[src/logic/gpc_pkg.sv]
// Shared constants, types and mode decoding for the pin configuration block.
// Assumes a 16-bit register word reached through the device's serial register port.
package gpc_pkg;

  // Register access shape
  localparam int ADDR_W = 8;
  localparam int DATA_W = 16;
  localparam int CFG_W = 5;
  localparam int NUM_PINS = 2;

  // Register offsets
  localparam logic [ADDR_W-1:0] SECOND_CFG_ADDR = 8'h36;
  localparam logic [ADDR_W-1:0] THIRD_CFG_ADDR = 8'h37;

  // Reset value and field layout
  localparam logic [DATA_W-1:0] CFG_RESET = 16'h0008;
  localparam int IN_BIT = 5;
  localparam int OUT_BIT = 4;
  localparam int PD_BIT = 3;
  localparam int MODE_MSB = 2;
  localparam int MODE_LSB = 0;
  localparam int RSVD_LSB = 6;

  typedef logic [MODE_MSB:MODE_LSB] gpc_mode_t;

  // Mode select codes
  localparam gpc_mode_t MODE_HIZ = 3'h0;
  localparam gpc_mode_t MODE_OUT = 3'h1;
  localparam gpc_mode_t MODE_OUT_RB = 3'h2;
  localparam gpc_mode_t MODE_IN = 3'h3;
  localparam gpc_mode_t MODE_FET = 3'h4;
  localparam gpc_mode_t MODE_UART = 3'h5;
  localparam gpc_mode_t MODE_MON = 3'h6;
  localparam gpc_mode_t MODE_STAT = 3'h7;

  // Whether the output driver is on for a mode
  function automatic logic gpc_mode_drives(input gpc_mode_t m, input logic uart_is_input);
    logic d;
    d = 1'b0;
    case (m)
      MODE_OUT, MODE_OUT_RB, MODE_MON, MODE_STAT: d = 1'b1;
      MODE_UART: d = !uart_is_input;
      default: d = 1'b0;
    endcase
    return d;
  endfunction

  // Whether the input buffer is on for a mode
  function automatic logic gpc_mode_listens(input gpc_mode_t m, input logic uart_is_input);
    logic l;
    l = 1'b0;
    case (m)
      MODE_OUT_RB, MODE_IN, MODE_FET: l = 1'b1;
      MODE_UART: l = uart_is_input;
      default: l = 1'b0;
    endcase
    return l;
  endfunction

endpackage

[src/logic/gpc_pin_cell.sv]
// One pad's driver, input buffer and input synchroniser, steered by a mode code.
// Assumes the pad input is asynchronous; outputs are registered.
module gpc_pin_cell #(
  parameter bit UART_IS_INPUT = 1'b0
) (
  // Clock and reset
  input wire logic core_clk,
  input wire logic nrst,
  // Configuration
  input wire gpc_pkg::gpc_mode_t mode,
  input wire logic out_level,
  // Internal sources for special modes
  input wire logic uart_src,
  input wire logic mon_src,
  input wire logic status_src,
  // Pad
  input wire logic pad_in,
  output logic pad_out,
  output logic pad_oe_n,
  output logic in_buf_en,
  // Sampled pin level, zero while the buffer is off
  output logic level_q
);
  import gpc_pkg::*;

  logic [1:0] sync_q;
  logic drive_d;
  logic listen_d;
  logic value_d;

  always_comb begin
    drive_d = gpc_mode_drives(mode, UART_IS_INPUT);
    listen_d = gpc_mode_listens(mode, UART_IS_INPUT);
    case (mode)
      MODE_OUT, MODE_OUT_RB: value_d = out_level;
      MODE_UART: value_d = uart_src;
      MODE_MON: value_d = mon_src;
      MODE_STAT: value_d = status_src;
      default: value_d = 1'b0;
    endcase
  end

  // Reset leaves the pad undriven
  always_ff @(posedge core_clk) begin
    if (!nrst) begin
      pad_oe_n <= 1'b1;
      pad_out <= 1'b0;
      in_buf_en <= 1'b0;
    end else begin
      pad_oe_n <= !drive_d;
      pad_out <= drive_d ? value_d : 1'b0;
      in_buf_en <= listen_d;
    end
  end

  // First stage feeds only the second
  always_ff @(posedge core_clk) begin
    if (!nrst) begin
      sync_q <= 2'h0;
    end else begin
      sync_q <= {sync_q[0], pad_in};
    end
  end

  always_ff @(posedge core_clk) begin
    if (!nrst) begin
      level_q <= 1'b0;
    end else begin
      level_q <= listen_d ? sync_q[1] : 1'b0;
    end
  end

endmodule // gpc_pin_cell

[src/logic/gpc_uart_route.sv]
// First and fourth pin handling of the pin-level modem serial link.
// Assumes the first and fourth mode codes come from registers kept elsewhere.
module gpc_uart_route (
  // Clock and reset
  input wire logic core_clk,
  input wire logic nrst,
  // Mode codes of all four pins
  input wire gpc_pkg::gpc_mode_t first_mode,
  input wire gpc_pkg::gpc_mode_t second_mode,
  input wire gpc_pkg::gpc_mode_t third_mode,
  input wire gpc_pkg::gpc_mode_t fourth_mode,
  // Modem side
  input wire logic modem_cd,
  input wire logic modem_rts_int,
  output logic modem_rts,
  output logic uart_pins_active,
  // First and fourth pads
  output logic first_pad_out,
  output logic first_pad_oe_n,
  input wire logic fourth_pad_in
);
  import gpc_pkg::*;

  logic [1:0] rts_sync_q;

  assign uart_pins_active = (first_mode == MODE_UART) && (second_mode == MODE_UART) &&
                            (third_mode == MODE_UART) && (fourth_mode == MODE_UART);

  // Carrier detect out on the first pin
  always_ff @(posedge core_clk) begin
    if (!nrst) begin
      first_pad_oe_n <= 1'b1;
      first_pad_out <= 1'b0;
    end else begin
      first_pad_oe_n <= first_mode != MODE_UART;
      first_pad_out <= (first_mode == MODE_UART) ? modem_cd : 1'b0;
    end
  end

  always_ff @(posedge core_clk) begin
    if (!nrst) begin
      rts_sync_q <= 2'h0;
    end else begin
      rts_sync_q <= {rts_sync_q[0], fourth_pad_in};
    end
  end

  // Request-to-send from the fourth pin
  always_ff @(posedge core_clk) begin
    if (!nrst) begin
      modem_rts <= 1'b0;
    end else begin
      modem_rts <= (fourth_mode == MODE_UART) ? rts_sync_q[1] : modem_rts_int;
    end
  end

endmodule // gpc_uart_route

[src/logic/gpc_pin_config.sv]
// Configuration registers and pad logic of the second and third general-purpose pins.
// Assumes a register port already decoded from the serial interface, one word per access.
// How it works
// (RULE1) Pull-down on after reset, software clears
// (RULE2) Bit 5 reads live pin level
// (RULE3) Bit 4 sets driven level
// (RULE4) Bit 3 turns weak pull-down on
// (RULE5) Mode resets zero; unknown codes undriven
// (RULE6) Mode 000: driver and buffer off
// (RULE7) Mode 001: drive level, buffer off
// (RULE8) Mode 010: drive level, read back
// (RULE9) Mode 011: input, driver off
// (RULE10) Second pin mode 100: external FET
// (RULE11) Third pin mode 100: internal FET
// (RULE12) Second pin mode 101: outputs modem receive
// (RULE13) Third pin mode 101: transmit data input
// (RULE14) All four 101: pins replace internal path
// (RULE15) Second pin mode 110: monitor receive data
// (RULE16) Third pin mode 110: monitor transmit data
// (RULE17) Second pin mode 111: message start flag
// (RULE18) Third pin mode 111: transmit complete flag
// (RULE19) First pin mode 101: carrier detect out
// (RULE20) Fourth pin mode 101: request-to-send input
// (RULE21) Reserved bits read zero, writes ignored
module gpc_pin_config (
  // Clock and reset
  input wire logic core_clk,
  input wire logic nrst,
  // Register port
  input wire logic [gpc_pkg::ADDR_W-1:0] reg_addr,
  input wire logic reg_wr_en,
  input wire logic [gpc_pkg::DATA_W-1:0] reg_wdata,
  input wire logic reg_rd_en,
  output logic [gpc_pkg::DATA_W-1:0] reg_rdata,
  output logic reg_hit,
  // Modes of the first and fourth pins
  input wire gpc_pkg::gpc_mode_t first_pin_mode,
  input wire gpc_pkg::gpc_mode_t fourth_pin_mode,
  // Modem signals and alert status
  input wire logic modem_rxd,
  input wire logic modem_cd,
  input wire logic modem_txd_int,
  input wire logic modem_rts_int,
  input wire logic message_start_flag,
  input wire logic tx_complete_flag,
  output logic modem_txd,
  output logic modem_rts,
  output logic uart_pins_active,
  // Digital output FET control
  output logic ext_fet_ctrl,
  output logic int_fet_ctrl,
  // Second pin pad
  input wire logic second_pad_in,
  output logic second_pad_out,
  output logic second_pad_oe_n,
  output logic second_in_buf_en,
  output logic second_weak_pulldown_on,
  // Third pin pad
  input wire logic third_pad_in,
  output logic third_pad_out,
  output logic third_pad_oe_n,
  output logic third_in_buf_en,
  output logic third_weak_pulldown_on,
  // First and fourth pads
  output logic first_pad_out,
  output logic first_pad_oe_n,
  input wire logic fourth_pad_in
);
  import gpc_pkg::*;

  logic [CFG_W-1:0] cfg_q [NUM_PINS];
  gpc_mode_t mode [NUM_PINS];
  logic pin_output_level [NUM_PINS];
  logic pin_input_level [NUM_PINS];
  logic weak_pulldown_on [NUM_PINS];
  logic pad_in [NUM_PINS];
  logic pad_out [NUM_PINS];
  logic pad_oe_n [NUM_PINS];
  logic in_buf_en [NUM_PINS];
  logic uart_src [NUM_PINS];
  logic mon_src [NUM_PINS];
  logic status_src [NUM_PINS];
  logic [DATA_W-1:0] rdata_d;
  logic hit_d;

  // Index 0 is the second pin, index 1 the third
  function automatic logic addr_hits(input logic [ADDR_W-1:0] a, input int idx);
    return (idx == 0) ? (a == SECOND_CFG_ADDR) : (a == THIRD_CFG_ADDR);
  endfunction

  assign pad_in[0] = second_pad_in;
  assign pad_in[1] = third_pad_in;
  // (RULE12) receive data out
  assign uart_src[0] = modem_rxd;
  assign uart_src[1] = 1'b0;
  // (RULE15) (RULE16) monitor taps
  assign mon_src[0] = modem_rxd;
  assign mon_src[1] = modem_txd;
  // (RULE17) (RULE18) alert status out
  assign status_src[0] = message_start_flag;
  assign status_src[1] = tx_complete_flag;

  genvar gi;
  generate
    for (gi = 0; gi < NUM_PINS; gi++) begin : g_pin
      // (RULE5) (RULE21) only the low five bits are stored
      always_ff @(posedge core_clk) begin
        if (!nrst) begin
          cfg_q[gi] <= CFG_RESET[CFG_W-1:0];
        end else if (reg_wr_en && addr_hits(reg_addr, gi)) begin
          cfg_q[gi] <= reg_wdata[CFG_W-1:0];
        end
      end

      assign mode[gi] = cfg_q[gi][MODE_MSB:MODE_LSB];
      // (RULE3) driven level
      assign pin_output_level[gi] = cfg_q[gi][OUT_BIT];
      // (RULE1) (RULE4) pull-down control
      assign weak_pulldown_on[gi] = cfg_q[gi][PD_BIT];

      // (RULE6) (RULE7) (RULE8) (RULE9) per-mode pad control
      gpc_pin_cell #(
        .UART_IS_INPUT(gi == 1)
      ) u_cell (
        .core_clk(core_clk),
        .nrst(nrst),
        .mode(mode[gi]),
        .out_level(pin_output_level[gi]),
        .uart_src(uart_src[gi]),
        .mon_src(mon_src[gi]),
        .status_src(status_src[gi]),
        .pad_in(pad_in[gi]),
        .pad_out(pad_out[gi]),
        .pad_oe_n(pad_oe_n[gi]),
        .in_buf_en(in_buf_en[gi]),
        .level_q(pin_input_level[gi])
      );
    end
  endgenerate

  assign second_pad_out = pad_out[0];
  assign second_pad_oe_n = pad_oe_n[0];
  assign second_in_buf_en = in_buf_en[0];
  assign second_weak_pulldown_on = weak_pulldown_on[0];
  assign third_pad_out = pad_out[1];
  assign third_pad_oe_n = pad_oe_n[1];
  assign third_in_buf_en = in_buf_en[1];
  assign third_weak_pulldown_on = weak_pulldown_on[1];

  // (RULE2) (RULE21) read word, reserved bits zero
  always_comb begin
    rdata_d = '0;
    hit_d = 1'b0;
    for (int i = 0; i < NUM_PINS; i++) begin
      if (addr_hits(reg_addr, i)) begin
        rdata_d[CFG_W-1:0] = cfg_q[i];
        rdata_d[IN_BIT] = pin_input_level[i];
        hit_d = 1'b1;
      end
    end
  end

  // Unmapped reads return zero and drop reg_hit
  always_ff @(posedge core_clk) begin
    if (!nrst) begin
      reg_rdata <= '0;
      reg_hit <= 1'b0;
    end else if (reg_rd_en) begin
      reg_rdata <= rdata_d;
      reg_hit <= hit_d;
    end else begin
      reg_hit <= 1'b0;
    end
  end

  // (RULE10) (RULE11) pin levels steer the FETs
  always_ff @(posedge core_clk) begin
    if (!nrst) begin
      ext_fet_ctrl <= 1'b0;
      int_fet_ctrl <= 1'b0;
    end else begin
      ext_fet_ctrl <= (mode[0] == MODE_FET) && pin_input_level[0];
      int_fet_ctrl <= (mode[1] == MODE_FET) && pin_input_level[1];
    end
  end

  // (RULE13) transmit data from the third pin
  assign modem_txd = (mode[1] == MODE_UART) ? pin_input_level[1] : modem_txd_int;

  // (RULE14) (RULE19) (RULE20) four-pin link
  gpc_uart_route u_route (
    .core_clk(core_clk),
    .nrst(nrst),
    .first_mode(first_pin_mode),
    .second_mode(mode[0]),
    .third_mode(mode[1]),
    .fourth_mode(fourth_pin_mode),
    .modem_cd(modem_cd),
    .modem_rts_int(modem_rts_int),
    .modem_rts(modem_rts),
    .uart_pins_active(uart_pins_active),
    .first_pad_out(first_pad_out),
    .first_pad_oe_n(first_pad_oe_n),
    .fourth_pad_in(fourth_pad_in)
  );

  // Checks

  AST_PD_AFTER_RESET: assert property (@(posedge core_clk) disable iff (!nrst) // RULE1
    $past(!nrst) |-> second_weak_pulldown_on && third_weak_pulldown_on && mode[0] == MODE_HIZ)
    else $error("pull-down or mode wrong after reset");

  AST_PD_WRITE: assert property (@(posedge core_clk) disable iff (!nrst) // RULE4
    reg_wr_en && reg_addr == THIRD_CFG_ADDR |=> third_weak_pulldown_on == $past(reg_wdata[PD_BIT]))
    else $error("pull-down bit did not follow write");

  AST_IN_READBACK: assert property (@(posedge core_clk) disable iff (!nrst) // RULE2
    reg_rd_en && reg_addr == SECOND_CFG_ADDR |=> reg_rdata[IN_BIT] == $past(pin_input_level[0]) && reg_hit)
    else $error("input level not read back");

  AST_RSVD_ZERO: assert property (@(posedge core_clk) disable iff (!nrst) // RULE21
    reg_rd_en |=> reg_rdata[DATA_W-1:RSVD_LSB] == '0)
    else $error("reserved bits not zero");

  AST_OUT_LEVEL: assert property (@(posedge core_clk) disable iff (!nrst) // RULE7
    mode[0] == MODE_OUT |=> !second_pad_oe_n && !second_in_buf_en && second_pad_out == $past(pin_output_level[0]))
    else $error("output mode pad wrong");

  AST_HIZ: assert property (@(posedge core_clk) disable iff (!nrst) // RULE6
    mode[1] == MODE_HIZ |=> third_pad_oe_n && !third_in_buf_en)
    else $error("high impedance mode pad wrong");

  AST_OUT_RB: assert property (@(posedge core_clk) disable iff (!nrst) // RULE8
    mode[0] == MODE_OUT_RB [*3] |=> !second_pad_oe_n && second_in_buf_en &&
      pin_input_level[0] == $past(second_pad_in, 3))
    else $error("readback mode wrong");

  AST_INPUT: assert property (@(posedge core_clk) disable iff (!nrst) // RULE9
    mode[1] == MODE_IN |=> third_pad_oe_n && third_in_buf_en)
    else $error("input mode pad wrong");

  AST_RXD_OUT: assert property (@(posedge core_clk) disable iff (!nrst) // RULE12
    mode[0] == MODE_UART |=> !second_pad_oe_n && second_pad_out == $past(modem_rxd))
    else $error("receive data not on second pin");

  AST_TXD_IN: assert property (@(posedge core_clk) disable iff (!nrst) // RULE13
    mode[1] == MODE_UART |-> (modem_txd == pin_input_level[1]) ##1 (third_pad_oe_n && third_in_buf_en))
    else $error("transmit data not taken from third pin");

  AST_TXD_MON: assert property (@(posedge core_clk) disable iff (!nrst) // RULE16
    mode[1] == MODE_MON |=> !third_pad_oe_n && !third_in_buf_en && third_pad_out == $past(modem_txd_int))
    else $error("transmit monitor wrong");

  AST_STATUS: assert property (@(posedge core_clk) disable iff (!nrst) // RULE17
    mode[0] == MODE_STAT |=> !second_pad_oe_n && second_pad_out == $past(message_start_flag))
    else $error("message start flag not driven");

  AST_TXDONE: assert property (@(posedge core_clk) disable iff (!nrst) // RULE18
    mode[1] == MODE_STAT |=> third_pad_out == $past(tx_complete_flag))
    else $error("transmit complete flag not driven");

  AST_EXT_FET: assert property (@(posedge core_clk) disable iff (!nrst) // RULE10
    mode[0] != MODE_FET |=> !ext_fet_ctrl)
    else $error("external FET driven outside its mode");

  AST_FOUR_PIN: assert property (@(posedge core_clk) disable iff (!nrst) // RULE14
    uart_pins_active |-> first_pin_mode == MODE_UART && fourth_pin_mode == MODE_UART && mode[1] == MODE_UART)
    else $error("four-pin link flag wrong");

  AST_CD_OUT: assert property (@(posedge core_clk) disable iff (!nrst) // RULE19
    first_pin_mode == MODE_UART |=> !first_pad_oe_n && first_pad_out == $past(modem_cd))
    else $error("carrier detect not on first pin");

  AST_LEVEL_THIRD: assert property (@(posedge core_clk) disable iff (!nrst) // RULE3
    mode[1] == MODE_OUT |=> !third_pad_oe_n && !third_in_buf_en && third_pad_out == $past(pin_output_level[1]))
    else $error("third pin output level wrong");

  AST_PD_SECOND: assert property (@(posedge core_clk) disable iff (!nrst) // RULE4
    reg_wr_en && reg_addr == SECOND_CFG_ADDR |=> second_weak_pulldown_on == $past(reg_wdata[PD_BIT]))
    else $error("second pull-down bit did not follow write");

  AST_RESET_PADS: assert property (@(posedge core_clk) disable iff (!nrst) // RULE5
    $past(!nrst) |-> second_pad_oe_n && third_pad_oe_n && !second_in_buf_en && mode[1] == MODE_HIZ)
    else $error("pads not released after reset");

  AST_INT_FET: assert property (@(posedge core_clk) disable iff (!nrst) // RULE11
    mode[1] != MODE_FET |=> !int_fet_ctrl)
    else $error("internal FET driven outside its mode");

  AST_FET_LEVEL: assert property (@(posedge core_clk) disable iff (!nrst) // RULE10
    mode[0] == MODE_FET |=> ext_fet_ctrl == $past(pin_input_level[0]))
    else $error("external FET does not follow second pin");

  AST_RXD_MON: assert property (@(posedge core_clk) disable iff (!nrst) // RULE15
    mode[0] == MODE_MON |=> !second_pad_oe_n && !second_in_buf_en && second_pad_out == $past(modem_rxd))
    else $error("receive monitor wrong");

  AST_RTS_IN: assert property (@(posedge core_clk) disable iff (!nrst) // RULE20
    fourth_pin_mode == MODE_UART [*3] |=> modem_rts == $past(fourth_pad_in, 3))
    else $error("request-to-send not taken from fourth pin");

  AST_RTS_INT: assert property (@(posedge core_clk) disable iff (!nrst) // RULE14
    fourth_pin_mode != MODE_UART |=> modem_rts == $past(modem_rts_int))
    else $error("internal request-to-send not passed");

endmodule // gpc_pin_config

[config.mk]
export PLATFORM = sky130hd
export DESIGN_NAME = gpc_pin_config
export DESIGN_NICKNAME = d
export VERILOG_FILES = /design/src/logic/gpc_pkg.sv /design/src/logic/gpc_pin_cell.sv /design/src/logic/gpc_uart_route.sv /design/src/logic/gpc_pin_config.sv
export SDC_FILE = /design/constraint.sdc
export NUM_CORES = 1
export LEC_CHECK = 0
export ABC_AREA = 1
export BUFFER_PORTS_ARGS = -buffer_cell sky130_fd_sc_hd__buf_2
export CAP_MARGIN = 20
export CORE_UTILIZATION = 46
export CTS_CLUSTER_DIAMETER = 100
export DETAILED_ROUTE_END_ITERATION = 8
export MAX_ROUTING_LAYER = met4
export PLACE_DENSITY = 0.79
export SETUP_SLACK_MARGIN = 0.05
export SLEW_MARGIN = 20
export SYNTH_ARGS = -nofsm -noshare
export SYNTH_HDL_FRONTEND = slang
export SYNTH_SLANG_ARGS = --single-unit
[constraint.sdc]
create_clock -name core_clk -period 1.51 [get_ports core_clk]
set_input_delay 0.151 -clock core_clk [delete_from_list [all_inputs] [get_ports core_clk]]
set_output_delay 0.151 -clock core_clk [all_outputs]
set_load 0.05 [all_outputs]
==> results.md, run 1 <==
- Clk_lat worst skew: 340 ps
- Fmax achieved: 0.642 GHz
- Core Rows: 21
- Top post-synthesis cells by area: dfxtp_1, edfxtp_1, nand2_1, inv_1, nand3_1
- Num ports: 75
- Post-synthesis cell area: 1640 um^2
- Maximum buffer depth of the clock tree: 2
- Layout cells sized above 1: 0.333
- Syn Inst Count: 203
- GRT Util Overall: 0.205
- Largest net degree at the start of global routing: 14
- Top cell type's share of synthesized area: 0.317
- Initial antenna violation count: 0
- Crit start category: flip-flop
- Arr. time, crit path: 1410 ps
- GR Overflow Total: 0
- GP Congestion: 0.786
- First-pass GRT wire length: 5320 um
- Vias in the first global route: 1300
- Period Utilization, post-route: 1.03
- Fin worst setup slack: -46.8 ps
- Peak fanout along the critical path: 5
- Synth warnings: 0
- Total number of vias: 1477
- CP Class: reg2out
- Hold Fails Final Rpt: 0
- P per Cell Area: 959 nW/um^2
- Routed vias/inst: 4.63
- Final Max Slew Viols: 0
- Unique masters post-synth: 25
- Routed Antenna Nets: 0
- Drt total wl: 3480 um
- Setup violators final: 2
- RSZ-0062 raised after global routing: true
- Dpl hpwl: 2500 um
- Seq/Total Area, Yosys: 0.500
- Worst Setup End Kind: primary output
- DRC: 0
- Lkg Pwr: 1.13 nW
- CTS sink count: 36
- WP data required: 1360 ps
- Num CTS Buffers: 5
- Root Driver: clkbuf_4
- Initial Utilization: 0.484
- Max Cap Violations: 0
- Fin Clk Skew: 6.22 ps
- Min Tclk post-route: 1560 ps
- WL/cell: 10.9 um
- Die extent in x: 61.7 um
- Core area: 3390 um^2
- Buffers on Ports: 53
- # nets final: 315
- Synth Register Bits: 36
- Failing checks: negative setup slack
- Ant. Diodes: 0
- Die Area: 3810 um^2
- Area Overhead vs Synth: 30.0%
- Htree depth: 2
- Syn_area_per_cell: 8.09 um^2
- Drt first pass iters: 4
- VDD IR max: 651 uV
- Clock transition at the registers of the reported paths: 110 ps
- Hold_ws: 13.5 ps
- Cell taking the most area after synthesis: dfxtp_1
- Tot Pwr: 2.05 mW
- Status: complete, but fails checks
- CTS tree: built
- Starting DRT DRC Count: 48
- Worst min-delay path category: in2reg
- Die height: 61.7 um
worst max-delay path: stages (launching register included):
cell and delay [ps]:
edfxtp_1 480, inv_1 130, nand4_1 130, nor3_2 150
buf_6 180
layout make-up:
class                   instances  area [um^2]
clock buffers                   6         62.6
well taps                      46         57.6
clock inverters                 2         12.5
fillers                       285         1250
flip-flops and latches         36          821
repair buffers                 67          398
multi-input cells             127          649
inverters                      35          134
metal layers:
layer,share of wire,vias to the layer above,track usage
met3,0.054,6,0.0476
met2,0.54,56,0.361
met5,0,-,-
met1,0.39,665,0.216
met4,0.020,0,0.0952
li1,-,750,-
power breakdown:
group          total [mW]  switching [mW]  internal, mW
Sequential           1.06          0.0228          1.03
Clock               0.598           0.319         0.279
Combinational       0.393           0.277         0.116
Total                2.05           0.619          1.43
through the flow:
stage               instance area, um^2  cells  TNS (ps)   util  setup WS [ps]
floorplan                          1680    212         0      -           69.4
global placement                   1950    304         0  0.576            231
detailed placement                 1950    304         0  0.576            170
CTS                                2110    319     -73.0  0.623          -54.3
global route                       2130    319      -295  0.630           -168
finish                             2130    319     -86.1  0.630          -46.8
placed cells by master, fill, tap and decap left out, drive strengths merged:
master       count
edfxtp          10
a21oi            4
clkinv           1
or2              2
dfxtp           26
nor2            32
and3             1
and2             1
xor2             1
buf             64
o21ai            5
nor3             1
clkinvlp         1
nor4             1
nand2           40
nor3b            1
dlygate4sd3      3
nand3           24
nand4            4
clkbuf           6
conb            10
inv             35
synth_stat cells (all sizes together):
cell type  instances
nand4              4
a21oi              4
or2                2
inv               35
nand2             40
nor4               1
buf               14
nor3b              1
nand3             24
nor2              32
xor2               1
edfxtp            10
nor3               1
o21ai              5
dfxtp             26
and2               1
and3               1
conb               1
worst paths after layout:
check,to,slack [ps],cells after the start,startpoint
setup / recovery,uart_pins_active,-50,4,cfg_q[0][1]
hold / removal,u_route.first_pad_out,10,3,modem_cd
setup reg to reg,g_pin[1].u_cell.pad_out,140,10,cfg_q[1][1]
hold reg to reg,g_pin[1].u_cell.sync_q[1],420,2,g_pin[1].u_cell.sync_q[0]
repair_timing:
| action | in CTS | in global routing |
|---|---|---|
| endpoints found under the hold margin | 3 | 0 |
| setup buffers | 4 | 1 |
| setup endpoints to repair | 2 | 3 |
| resized for setup | 8 | 10 |
| hold buffers | 3 | 0 |
| pin swaps | 3 | 3 |
state kept, by name (all words and copies together) (netlist names):
signal,cells
g_pin.u_cell.sync_q,4
g_pin.u_cell.pad_oe_n,2
reg_rdata,6
g_pin.u_cell.pad_out,2
cfg_q,10
g_pin.u_cell.level_q,2
reg_hit,1
u_route.modem_rts,1
ext_fet_ctrl,1
int_fet_ctrl,1
u_route.rts_sync_q,2
g_pin.u_cell.in_buf_en,2
u_route.first_pad_out,1
u_route.first_pad_oe_n,1
cells by family (layout without fill, tap and decap cells):
| group | count (synthesis) | after routing | synth area share |
|---|---|---|---|
| buffers and inverters | 49 | 110 | 0.143 |
| flip-flops | 36 | 36 | 0.500 |
| AND/OR/NAND/NOR | 107 | 107 | 0.322 |
| AO/OA/AOI/OAI | 9 | 9 | 0.0274 |
| other | 1 | 10 | 0.00228 |
| XOR/XNOR | 1 | 1 | 0.00534 |
Note: power is estimated with default switching activity, not from simulation.
==> run 2: changes to the inputs <==
- CORE_UTILIZATION: 46 -> 47
- SYNTH_HIERARCHICAL: unset -> 1
- clock period: 1.51 -> 1.6 ns (I/O delays scaled with it)
==> run 2 against run 1 <==
Effect of this change: the flow now finishes without violations; sequential power fell by 6%; clock skew barely moved; power fell by 0.78%; combinational power fell by 4%; final cell count rose by 7.8%; highest routed layer unchanged; largest cell class unchanged; worst setup slack improved by 160 ps; routed wire length fell by 2.3%; critical endpoint unchanged.
==> results.md, run 2 <==
- Final setup TNS: 0 ps
- Peak fanout along the critical path: 2
- CTS sink count: 36
- Die extent in x: 62.6 um
- Design area: 2220 um^2
- Count of flip-flops with a built-in enable after synthesis: 10
- Hold Path Depth: 3
- Worst Setup End Kind: primary output
- Core area: 3420 um^2
- Min Tclk post-route: 1490 ps
- Core Rows: 21
- Post-synthesis cell area: 1730 um^2
- Initial Utilization: 0.505
- # nets final: 340
- GP Congestion: 0.855
- First-pass GRT wire length: 5690 um
- Num CTS Buffers: 5
- DP Area: 2030 um^2
- R2R depth: 10
- WP data required: 1440 ps
- Setup violators final: 0
- Synth Register Bits: 36
- Area Overhead vs Synth: 28.8%
- Top post-synthesis cells by area: dfxtp_1, edfxtp_1, nand2_1, inv_1, nor2_1
- CP Class: in2out
- Total number of vias: 1553
- Num ports: 75
- DRC: 0
- Layout cells sized above 1: 0.302
- Maximum buffer depth of the clock tree: 2
- Most frequent cells after synthesis: nand2_1, inv_1, nor2_1
- Most frequent cells in the layout: buf_2, nand2_1, inv_1, nor2_1, dfxtp_1
- VDD IR max: 549 uV
- Crit start category: input port
- Fin Clk Skew: 5.81 ps
- Cell taking the most area after synthesis: dfxtp_1
- Final design utilization: 0.651
- Buffers on Ports: 53
- Hold Fails Final Rpt: 0
- Biggest register: cfg_q
- Dpl hpwl: 2420 um
- Post-synth ARST share: 0
- Lkg Pwr: 1.25 nW
- Placed cell count: 325
- Drt first pass iters: 6
- Synth Flop Type: dfxtp_1
- Die Area: 3920 um^2
- Post-route insts no fill: 344
- Routed Antenna Nets: 0
- Status: finished, final reports clean
- CTS tree: built
- Die height: 62.6 um
- Top cell type's share of synthesized area: 0.301
- Largest net degree at the start of global routing: 14
- Period Utilization, post-route: 0.930
- Synth warnings: 6
- Most common cell in the netlist: nand2_1
- WL/cell: 9.89 um
- Root Driver: clkbuf_4
- Final Max Slew Viols: 0
- Tot Pwr: 2.03 mW
- Routed vias/inst: 4.51
- Clock transition at the registers of the reported paths: 100 ps
- Ant. Diodes: 0
- Worst min-delay path category: in2reg
- Drt total wl: 3400 um
- DP Worst Slack: 193 ps
- Seq/Total Area, Yosys: 0.475
- Arr. time, crit path: 1330 ps
- RSZ-0062 raised after global routing: true
- Vias in the first global route: 1391
- Syn_area_per_cell: 7.71 um^2
- Clk_lat worst skew: 330 ps
- Syn Inst Count: 224
- Fin worst setup slack: 112 ps
- Max Cap Violations: 0
- P per Cell Area: 913 nW/um^2
- Hold_ws: 27.0 ps
- Initial antenna violation count: 0
- Starting DRT DRC Count: 67
- GRT Util Overall: 0.193
- Fmax achieved: 0.672 GHz
- Largest register FFs: 10
- Most common cell after layout, fill and taps aside: buf_2
- Largest registers: cfg_q (10), reg_rdata (6), g_pin.u_cell/sync_q (4)
- Htree depth: 2
- GR Overflow Total: 0
- Unique masters post-synth: 27
[run 2: cells by family (layout without fill, tap and decap cells)]
family                 Yosys count  count (layout)  synth area share
and+or+nand+nor                126             126             0.359
buffers and inverters           55             119             0.146
DFF                             36              36             0.475
AOI/OAI and AO/OA                6               6            0.0174
other                            1              11           0.00217
[run 2: area by class of cell]
class | instances | area, um^2
fillers | 298 | 1190
flip-flops and latches | 36 | 821
multi-input cells | 143 | 699
repair buffers | 68 | 400
inverters | 43 | 161
well taps | 46 | 57.6
clock buffers | 6 | 51.3
clock inverters | 2 | 33.8
[run 2: what timing repair did]
item / 4_1_cts / 5_1_grt
endpoints found under the hold margin: 3 / 1
pin swaps: 0 / 1
hold buffers: 3 / 1
buffers inserted: 6 / 1
endpoints found under the setup margin: 2 / 2
gates resized for setup: 0 / 8
[run 2: worst paths after layout]
path | start | endpoint | slack, ps
min reg2reg | g_pin[0].u_cell/sync_q[0] | g_pin[0].u_cell/sync_q[1] | 420
max | first_pin_mode[1] | uart_pins_active | 110
max reg2reg | cfg_q[1][1] | g_pin[1].u_cell/pad_out | 380
min | modem_cd | u_route/first_pad_out | 30
[run 2: power breakdown]
part	leakage [nW]	internal [mW]	switching, mW
combinational	0.893	0.111	0.268
sequential	0.310	0.976	0.0185
clock	0.0459	0.367	0.291
[run 2: metal layers]
layer | global-route usage | wire [um] | up-vias
met3 | 0.0566 | 215 | 6
met1 | 0.207 | 1470 | 673
li1 | - | - | 808
met4 | 0.0698 | 60 | 0
met5 | - | 0 | -
met2 | 0.336 | 1660 | 66
[run 2: worst max-delay path, cell delays in order]
cell and delay, ps:
dlygate4sd3_1 540, buf_2 130, nor2_2 130, nand2_1 70, nor2_1 130, buf_6 170
